File: config.mk
export PLATFORM = sky130hd
export DESIGN_NAME = sbm_monitor
export DESIGN_NICKNAME = d
export VERILOG_FILES = /design/src/rtl/sbm_chan_filter.v /design/src/rtl/sbm_monitor.v
export VERILOG_INCLUDE_DIRS = /design/src /design/src/rtl
export SDC_FILE = /design/constraint.sdc
export NUM_CORES = 1
export LEC_CHECK = 0
export BUFFER_PORTS_ARGS = -buffer_cell sky130_fd_sc_hd__buf_2
export CAP_MARGIN = 0
export CORE_MARGIN = 10
export CORE_UTILIZATION = 40
export CTS_CLUSTER_SIZE = 10
export DETAILED_ROUTE_END_ITERATION = 6
export SLEW_MARGIN = 30
export SYNTH_ARGS = -nofsm -noshare
export SYNTH_HDL_FRONTEND = slang
export SYNTH_SLANG_ARGS = --single-unit
File: constraint.sdc
create_clock -name clk_sys -period 1.8 [get_ports clk_sys]
set_clock_uncertainty 0.05 [all_clocks]
set_input_delay 0.36 -clock clk_sys [delete_from_list [all_inputs] [get_ports clk_sys]]
set_output_delay 0.36 -clock clk_sys [all_outputs]
set_load 0.005 [all_outputs]
File: src/rtl/sbm_regs.vh
/*
 * Constants for the dual-channel safety block monitor: timing figures,
 * derived cycle counts and the state codes of the block controller.
 * Assumes a 40 MHz system clock; included by bare name.
 */
`ifndef SBM_REGS_VH
`define SBM_REGS_VH

// ****************************************************************
// Clock and timing figures
// ****************************************************************
`define SBM_CLK_KHZ 40000
`define SBM_GLITCH_US 500
`define SBM_MON_DELAY_US 8000
`define SBM_DISC_MS 10000
// Off pulses of 0.5 ms or shorter are ignored: the filter needs one cycle more.
`define SBM_GLITCH_CYC ((`SBM_GLITCH_US * `SBM_CLK_KHZ) / 1000 + 1)
// The delay runs after the filter has recognised both channels off, so the
// filter window and the synchroniser and register lag come off the budget.
`define SBM_MON_DELAY_CYC ((`SBM_MON_DELAY_US * `SBM_CLK_KHZ) / 1000 - `SBM_GLITCH_CYC - 4)
`define SBM_DISC_CYC (`SBM_DISC_MS * `SBM_CLK_KHZ)

// ****************************************************************
// Block controller states, one-hot
// ****************************************************************
`define SBM_ST_BB 3'h1
`define SBM_ST_RUN 3'h2
`define SBM_ST_HARD_SAFETY_BLOCK 3'h4

`endif

File: src/rtl/sbm_chan_filter.v
/*
 * One safety input channel: two-stage synchroniser followed by an off-pulse
 * filter. Output is high while the channel is recognised as off.
 * Assumes the raw input is asynchronous to clk_sys and active low.
 */
`timescale 1ns/100ps
`default_nettype none
`include "sbm_regs.vh"

module sbm_chan_filter #(
	parameter FILT_CYC = `SBM_GLITCH_CYC,
	parameter CW = 16
) (
	input wire clk_sys,
	input wire rstn,
	input wire in_n,
	output reg off_r
);

reg meta_r;
reg sync_r;
reg [CW-1:0] cnt_r;

// First stage feeds only the second stage.
always @(posedge clk_sys or negedge rstn) begin
	if (!rstn) begin
		meta_r <= 1'b0;
		sync_r <= 1'b0;
	end else begin
		meta_r <= in_n;
		sync_r <= meta_r;
	end
end

// A channel is off from reset until seen high, and after that only once it stays low longer than the glitch window.
always @(posedge clk_sys or negedge rstn) begin
	if (!rstn) begin
		cnt_r <= {CW{1'b0}};
		off_r <= 1'b1;
	end else if (sync_r) begin
		cnt_r <= {CW{1'b0}};
		off_r <= 1'b0;
	end else if (cnt_r >= FILT_CYC[CW-1:0] - 1'b1) begin
		off_r <= 1'b1;
	end else begin
		cnt_r <= cnt_r + 1'b1;
	end
end

endmodule
`default_nettype wire

File: src/rtl/sbm_monitor.v
/*
 * Dual-channel hard safety block monitor of a servo drive.
 * Assumes safety inputs arrive asynchronously from an external safety
 * controller, and servo enable, healthy and alarm request come from drive
 * logic on clk_sys.
 */
`timescale 1ns/100ps
`default_nettype none
`include "sbm_regs.vh"

module sbm_monitor #(
	parameter MON_DELAY_CYC = `SBM_MON_DELAY_CYC,
	parameter DISC_CYC = `SBM_DISC_CYC,
	parameter CW = 19,
	parameter DW = 29
) (
	input wire clk_sys,
	input wire rstn,
	input wire safety_input_a_n,
	input wire safety_input_b_n,
	input wire servo_enable,
	input wire safety_healthy,
	input wire alarm_request,
	output reg external_monitor_out,
	output reg servo_alarm_out,
	output reg input_timing_alarm,
	output reg hard_safety_block,
	output reg base_blocked_state,
	output reg servo_ready,
	output reg block_indication,
	output reg motor_current_enable
);

// ****************************************************************
// Input channels
// ****************************************************************
// An absent jumper leaves the inputs open, which the filter reads as off.
wire [1:0] chan_off;
wire [1:0] chan_in_n;
assign chan_in_n = {safety_input_b_n, safety_input_a_n};

genvar gi;
generate
	for (gi = 0; gi < 2; gi = gi + 1) begin : g_chan
		sbm_chan_filter u_filt (
			.clk_sys(clk_sys),
			.rstn(rstn),
			.in_n(chan_in_n[gi]),
			.off_r(chan_off[gi])
		);
	end
endgenerate

wire any_off = chan_off[0] | chan_off[1];
wire both_off = chan_off[0] & chan_off[1];
wire one_off = chan_off[0] ^ chan_off[1];

// ****************************************************************
// Block controller
// ****************************************************************
reg [2:0] state_r;
reg [2:0] state_nxt;
reg en_latch_r;

always @* begin
	state_nxt = state_r;
	case (state_r)
	`SBM_ST_BB: begin
		if (any_off)
			state_nxt = `SBM_ST_HARD_SAFETY_BLOCK;
		else if (servo_enable)
			state_nxt = `SBM_ST_RUN;
	end
	`SBM_ST_RUN: begin
		if (any_off)
			state_nxt = `SBM_ST_HARD_SAFETY_BLOCK;
		else if (!servo_enable)
			state_nxt = `SBM_ST_BB;
	end
	`SBM_ST_HARD_SAFETY_BLOCK: begin
		// Leaving needs both channels on and no enable held over the block.
		if (!any_off && !servo_enable && !en_latch_r)
			state_nxt = `SBM_ST_BB;
	end
	default: state_nxt = `SBM_ST_HARD_SAFETY_BLOCK;
	endcase
end

always @(posedge clk_sys or negedge rstn) begin
	if (!rstn) begin
		state_r <= `SBM_ST_HARD_SAFETY_BLOCK;
		en_latch_r <= 1'b0;
	end else begin
		state_r <= state_nxt;
		if (state_r == `SBM_ST_HARD_SAFETY_BLOCK && servo_enable)
			en_latch_r <= 1'b1;
		else if (!servo_enable)
			en_latch_r <= 1'b0;
	end
end

// ****************************************************************
// Monitor delay and discrepancy timers
// ****************************************************************
// The monitor stays off while the safety function is unhealthy, so the
// external controller sees the failure and refuses its reset.
reg [CW-1:0] mon_cnt_r;
reg [DW-1:0] disc_cnt_r;

always @(posedge clk_sys or negedge rstn) begin
	if (!rstn) begin
		mon_cnt_r <= {CW{1'b0}};
		external_monitor_out <= 1'b0;
		disc_cnt_r <= {DW{1'b0}};
		input_timing_alarm <= 1'b0;
	end else begin
		if (!both_off || !safety_healthy) begin
			mon_cnt_r <= {CW{1'b0}};
			external_monitor_out <= 1'b0;
		end else if (mon_cnt_r >= MON_DELAY_CYC[CW-1:0] - 1'b1) begin
			external_monitor_out <= 1'b1;
		end else begin
			mon_cnt_r <= mon_cnt_r + 1'b1;
		end
		// Alarm is sticky until reset; a half-open channel is a wiring fault.
		if (!one_off) begin
			disc_cnt_r <= {DW{1'b0}};
		end else if (disc_cnt_r >= DISC_CYC[DW-1:0] - 1'b1) begin
			input_timing_alarm <= 1'b1;
		end else begin
			disc_cnt_r <= disc_cnt_r + 1'b1;
		end
	end
end

// ****************************************************************
// Status outputs
// ****************************************************************
always @(posedge clk_sys or negedge rstn) begin
	if (!rstn) begin
		hard_safety_block <= 1'b1;
		base_blocked_state <= 1'b0;
		servo_ready <= 1'b0;
		block_indication <= 1'b1;
		motor_current_enable <= 1'b0;
		servo_alarm_out <= 1'b0;
	end else begin
		hard_safety_block <= (state_nxt == `SBM_ST_HARD_SAFETY_BLOCK);
		base_blocked_state <= (state_nxt == `SBM_ST_BB);
		servo_ready <= (state_nxt == `SBM_ST_BB) && !any_off;
		block_indication <= (state_nxt == `SBM_ST_HARD_SAFETY_BLOCK);
		motor_current_enable <= (state_nxt == `SBM_ST_RUN) && !any_off;
		servo_alarm_out <= alarm_request && (state_nxt != `SBM_ST_HARD_SAFETY_BLOCK);
	end
end

endmodule
`default_nettype wire

==> impl.org <==
** Clocking
- Root Buffer :: sky130_fd_sc_hd__clkbuf_16
- Clock slew at reported path FFs :: 70 ps
- Buffer depth of the longest clock path :: 2
- Source-to-sink clock delay at the later pin of the worst-skew pair :: 360 ps
- Clk sink count :: 97
- Clock tree from TritonCTS :: done
- The clock tree synthesis step divided the H-tree into 3 levels.
- In this run, CTS created clock tree buffers numbering 9.

** Layout
- 0 antenna diodes ended up in the layout.
- Design area :: 0.00714 mm²
- Area Growth Syn to Fin :: 36.9%
- In the final layout, the share of cells above drive strength 1 is 0.348.
- Number of nets at the end of the flow :: 674

** Routing
- For this block, the via count after detailed routing is 4,500.
- Wire length per cell :: 14.6 µm
- Vias per cell :: 5.39
- The final layout contains routed wiring with a total length of 12,200 µm.
- For this run, design rule violations remaining after detail routing come to 0.
- For this run, the detailed router's first-pass iteration total came to 4.
- Antenna-violating nets left :: 0
- For this block, the initial DRC count from the detailed router was 206.

** Power
- Power density over the cells :: 658 mW/mm²
- Worst voltage drop across the vdd grid :: 0.000358 V
- Standby leakage power :: 2.96 nW

** Yosys
- Number of warnings reported in the yosys synthesis log :: 0
- The average instance in the mapped netlist occupies 9.75 µm².
- Of all flip-flops after synthesis, the portion carrying an async set or reset was 1.00.
- Cell accounting for the most synthesized area :: sky130_fd_sc_hd__dfrtp_1
- Largest cells by area after synthesis :: sky130_fd_sc_hd__dfrtp_1 45%, sky130_fd_sc_hd__xnor2_1 5.0%, sky130_fd_sc_hd__nor2_1 4.5%
- Flip-flop and latch count after synthesis :: 97
- For this run, the register share of the synthesized area comes to 0.467.
- Synthesis handed over a netlist of 535 instances.
- Most used flip-flop cell after synthesis :: sky130_fd_sc_hd__dfrtp_1
- Summing every instance area after synthesis gives 0.00521 mm².
- Distinct cell type count after synthesis :: 60
- Net count of the mapped netlist :: 551
- Of the post-synthesis cell area, the dominant cell type holds 0.446.
- EDFF count, synth :: 0

** Placed design
- Final estimated routing congestion in global placement :: 0.802
- Placement Cell Area :: 0.00619 mm²
- Number of buffers added on ports :: 14
- The HPWL after detailed placement is 8060 µm.

** Status
- The final reports fail on setup timing.
- Run status :: finished with violations

** Min path
- The path class of the tightest hold or removal check is in -> reg.

** Critical path
- Of all nets on the critical path, the largest fanout is 6.
- Worst-path cell with the longest stage delay :: sky130_fd_sc_hd__dfrtp_1
- The signal on the critical path passes through a211oi_2, o21ai_4, buf_6, a22oi_2, buf_6, clkbuf_16, a21oi_2, a31o_2.
- Setup CP Type :: reg -> reg
- Req. time, crit path :: 2000 ps
- Kind of end point of the critical path :: flip-flop
- Arrival time at the worst endpoint :: 2080 ps
- Peak per-stage delay on the critical path :: 410 ps
- Crit start category :: flip-flop
- Among the stages of the critical path, the cell type that occurs most often is sky130_fd_sc_hd__buf_6.

** STA
- Setup ws final :: -77.2 ps
- Worst relative slew slack :: 0.594
- Final period util :: 1.04
- Unrepaired setup endpoints after global routing :: yes
- Pin slew with the least headroom to its limit :: 609 ps
- The routed design could run at a clock period as short as 1880 ps.
- Timing would allow up to 533 MHz.
- The number of slew-limit violations in the final report was 0.
- Setup TNS :: -1070 ps
- Number of endpoints failing setup at the final stage :: 25
- Final Hold Violating Endpoints :: 0

** Floorplan
- The core region is 0.0127 mm².
- Chip height :: 134 µm
- The die is 134 µm wide.
- Number of primary I/O pins :: 15
- The initial utilization of the core area, before any placement, comes to 0.411.
- Number of placement rows :: 41
- The die covers 0.0180 mm².

** Global routing
- Pin count of the biggest net entering global routing :: 44
- Total GRT Usage :: 0.138
- The number of global-route vias before repair is 4,499.
- After global routing the overflow that remains totals 0.
- Number of antenna violations at the first check in global routing :: 0
- First-pass GRT wire length :: 21,100 µm

** Run
- Number of violations of the max-capacitance limit :: 0
## cells in the mapped netlist (4+ instances only)
master                      count
sky130_fd_sc_hd__buf_4          4
sky130_fd_sc_hd__o31ai_1        7
sky130_fd_sc_hd__ha_1           9
sky130_fd_sc_hd__a21oi_1       29
sky130_fd_sc_hd__dfrtp_1       93
sky130_fd_sc_hd__mux2i_1        9
sky130_fd_sc_hd__buf_2          4
sky130_fd_sc_hd__nand4_1       20
sky130_fd_sc_hd__a2111oi_2      9
sky130_fd_sc_hd__nor4_1         5
sky130_fd_sc_hd__nand2b_1      10
sky130_fd_sc_hd__xor2_1         4
sky130_fd_sc_hd__dfstp_2        4
sky130_fd_sc_hd__nand2_1       37
sky130_fd_sc_hd__nand3_1       25
sky130_fd_sc_hd__a31oi_1        5
sky130_fd_sc_hd__a211oi_1      14
sky130_fd_sc_hd__a31o_2         7
sky130_fd_sc_hd__and2_1         5
sky130_fd_sc_hd__nor2_1        63
sky130_fd_sc_hd__and3_1        14
sky130_fd_sc_hd__or4_1          5
sky130_fd_sc_hd__or3_1         13
sky130_fd_sc_hd__clkbuf_1      14
sky130_fd_sc_hd__o21ai_0       14
sky130_fd_sc_hd__xnor2_1       30
sky130_fd_sc_hd__inv_1         20
sky130_fd_sc_hd__a41o_1         4
sky130_fd_sc_hd__and4_1         5
sky130_fd_sc_hd__a2111oi_0      6
## sequential cells by signal (all words and copies together), names as in the netlist
signal	count
en_latch_r	1
external_monitor_out	1
state_r	3
base_blocked_state	1
servo_alarm_out	1
disc_cnt_r	29
g_chan.u_filt.meta_r	2
g_chan.u_filt.off_r	2
input_timing_alarm	1
block_indication	1
g_chan.u_filt.sync_r	2
g_chan.u_filt.cnt_r	32
motor_current_enable	1
servo_ready	1
mon_cnt_r	19
## where the power goes
part	switching [W]	leakage [nW]	internal (W)
Clock	0.000877	0.157	0.00123
Combinational	0.000158	1.48	0.000113
Sequential	0.0000453	1.32	0.00227
Total	0.00108	2.96	0.00361
## routing by layer
layer,routed length (µm),GRT usage,up-vias
met4,200,0.0629,0
met5,0,0,-
li1,-,-,2199
met1,5570,0.172,2223
met2,6080,0.228,61
met3,314,0.0209,17
## repair_timing
item / in CTS / in global routing
endpoints found under the setup margin: 37 / 65
pin swaps: 6 / 34
hold buffers: 1 / 0
cloned: 1 / 1
resized for setup: 23 / 63
endpoints found under the hold margin: 19 / 0
buffers inserted: 6 / 9
## metrics by stage
stage,hold WS [ps],power [W],utilization,setup WS [ps],std cells
after global placement,239,0.00263,0.489,-61.6,802
after global routing,50.2,0.00487,0.563,-176,835
after floorplan,14.4,0.00250,-,8.46,535
after CTS,49.1,0.00475,0.530,-85.8,826
final,56.3,0.00470,0.563,-77.2,835
after detailed placement,240,0.00264,0.489,-129,802
## layout make-up
cell class,count,area [µm²]
clock buffers,10,229
clock inverters,6,91.3
fillers,1106,5530
inverters,20,75.1
multi-input cells,392,2990
flip-flops and latches,97,2430
well taps,172,215
repair buffers,138,1100
## worst max-delay path: cells and delay by family (launching register included)
| family | cells | cell delay [ps] |
|---|---|---|
| AO/OA/AOI/OAI | 5 | 860 |
| flip-flops | 1 | 410 |
| buffers and inverters | 3 | 450 |
## final timing paths
check / slack, ps / endpoint / from / cells past startpoint
worst max-delay path: -80 / mon_cnt_r[7] / mon_cnt_r[11] / 8
worst min-delay path: 60 / g_chan[1].u_filt.meta_r / safety_input_b_n / 1
worst max register to register: -80 / mon_cnt_r[7] / mon_cnt_r[11] / 8
worst min register to register: 300 / g_chan[1].u_filt.sync_r / g_chan[1].u_filt.meta_r / 0
max in group asynchronous: 700 / g_chan[1].u_filt.off_r / rstn / 3
min in group asynchronous: 400 / disc_cnt_r[20] / rstn / 2
## cell families after synthesis
family | count (synthesis) | share of synthesized area
AND/OR/NAND/NOR | 224 | 0.228
AO/OA/AOI/OAI | 115 | 0.167
flip-flops | 97 | 0.467
buffers and inverters | 46 | 0.0408
XOR/XNOR | 34 | 0.0571
multiplexers | 10 | 0.0194
adder cells (fa/ha/maj) | 9 | 0.0216
## placed cells by master, fill, tap and decap left out, types with 5 or more instances in the layout
| cell type | netlist | final |
|---|---|---|
| sky130_fd_sc_hd__a2111oi_4 | 0 | 11 |
| sky130_fd_sc_hd__a211oi_1 | 14 | 7 |
| sky130_fd_sc_hd__a211oi_2 | 2 | 8 |
| sky130_fd_sc_hd__a21oi_1 | 29 | 19 |
| sky130_fd_sc_hd__a21oi_2 | 0 | 8 |
| sky130_fd_sc_hd__a31o_2 | 7 | 7 |
| sky130_fd_sc_hd__and2_1 | 5 | 5 |
| sky130_fd_sc_hd__and3_1 | 14 | 14 |
| sky130_fd_sc_hd__buf_2 | 4 | 13 |
| sky130_fd_sc_hd__buf_4 | 4 | 112 |
| sky130_fd_sc_hd__buf_6 | 1 | 7 |
| sky130_fd_sc_hd__clkbuf_16 | 0 | 11 |
| sky130_fd_sc_hd__dfrtp_1 | 93 | 92 |
| sky130_fd_sc_hd__ha_1 | 9 | 6 |
| sky130_fd_sc_hd__inv_1 | 20 | 19 |
| sky130_fd_sc_hd__mux2i_1 | 9 | 9 |
| sky130_fd_sc_hd__nand2_1 | 37 | 35 |
| sky130_fd_sc_hd__nand2b_1 | 10 | 10 |
| sky130_fd_sc_hd__nand3_1 | 25 | 22 |
| sky130_fd_sc_hd__nand3_2 | 2 | 5 |
| sky130_fd_sc_hd__nand4_1 | 20 | 20 |
| sky130_fd_sc_hd__nor2_1 | 63 | 61 |
| sky130_fd_sc_hd__o21ai_0 | 14 | 10 |
| sky130_fd_sc_hd__o21ai_1 | 3 | 6 |
| sky130_fd_sc_hd__o31ai_1 | 7 | 7 |
| sky130_fd_sc_hd__or3_1 | 13 | 13 |
| sky130_fd_sc_hd__or4_1 | 5 | 5 |
| sky130_fd_sc_hd__xnor2_1 | 30 | 28 |
No activity file was read; power rests on OpenSTA's default activity.
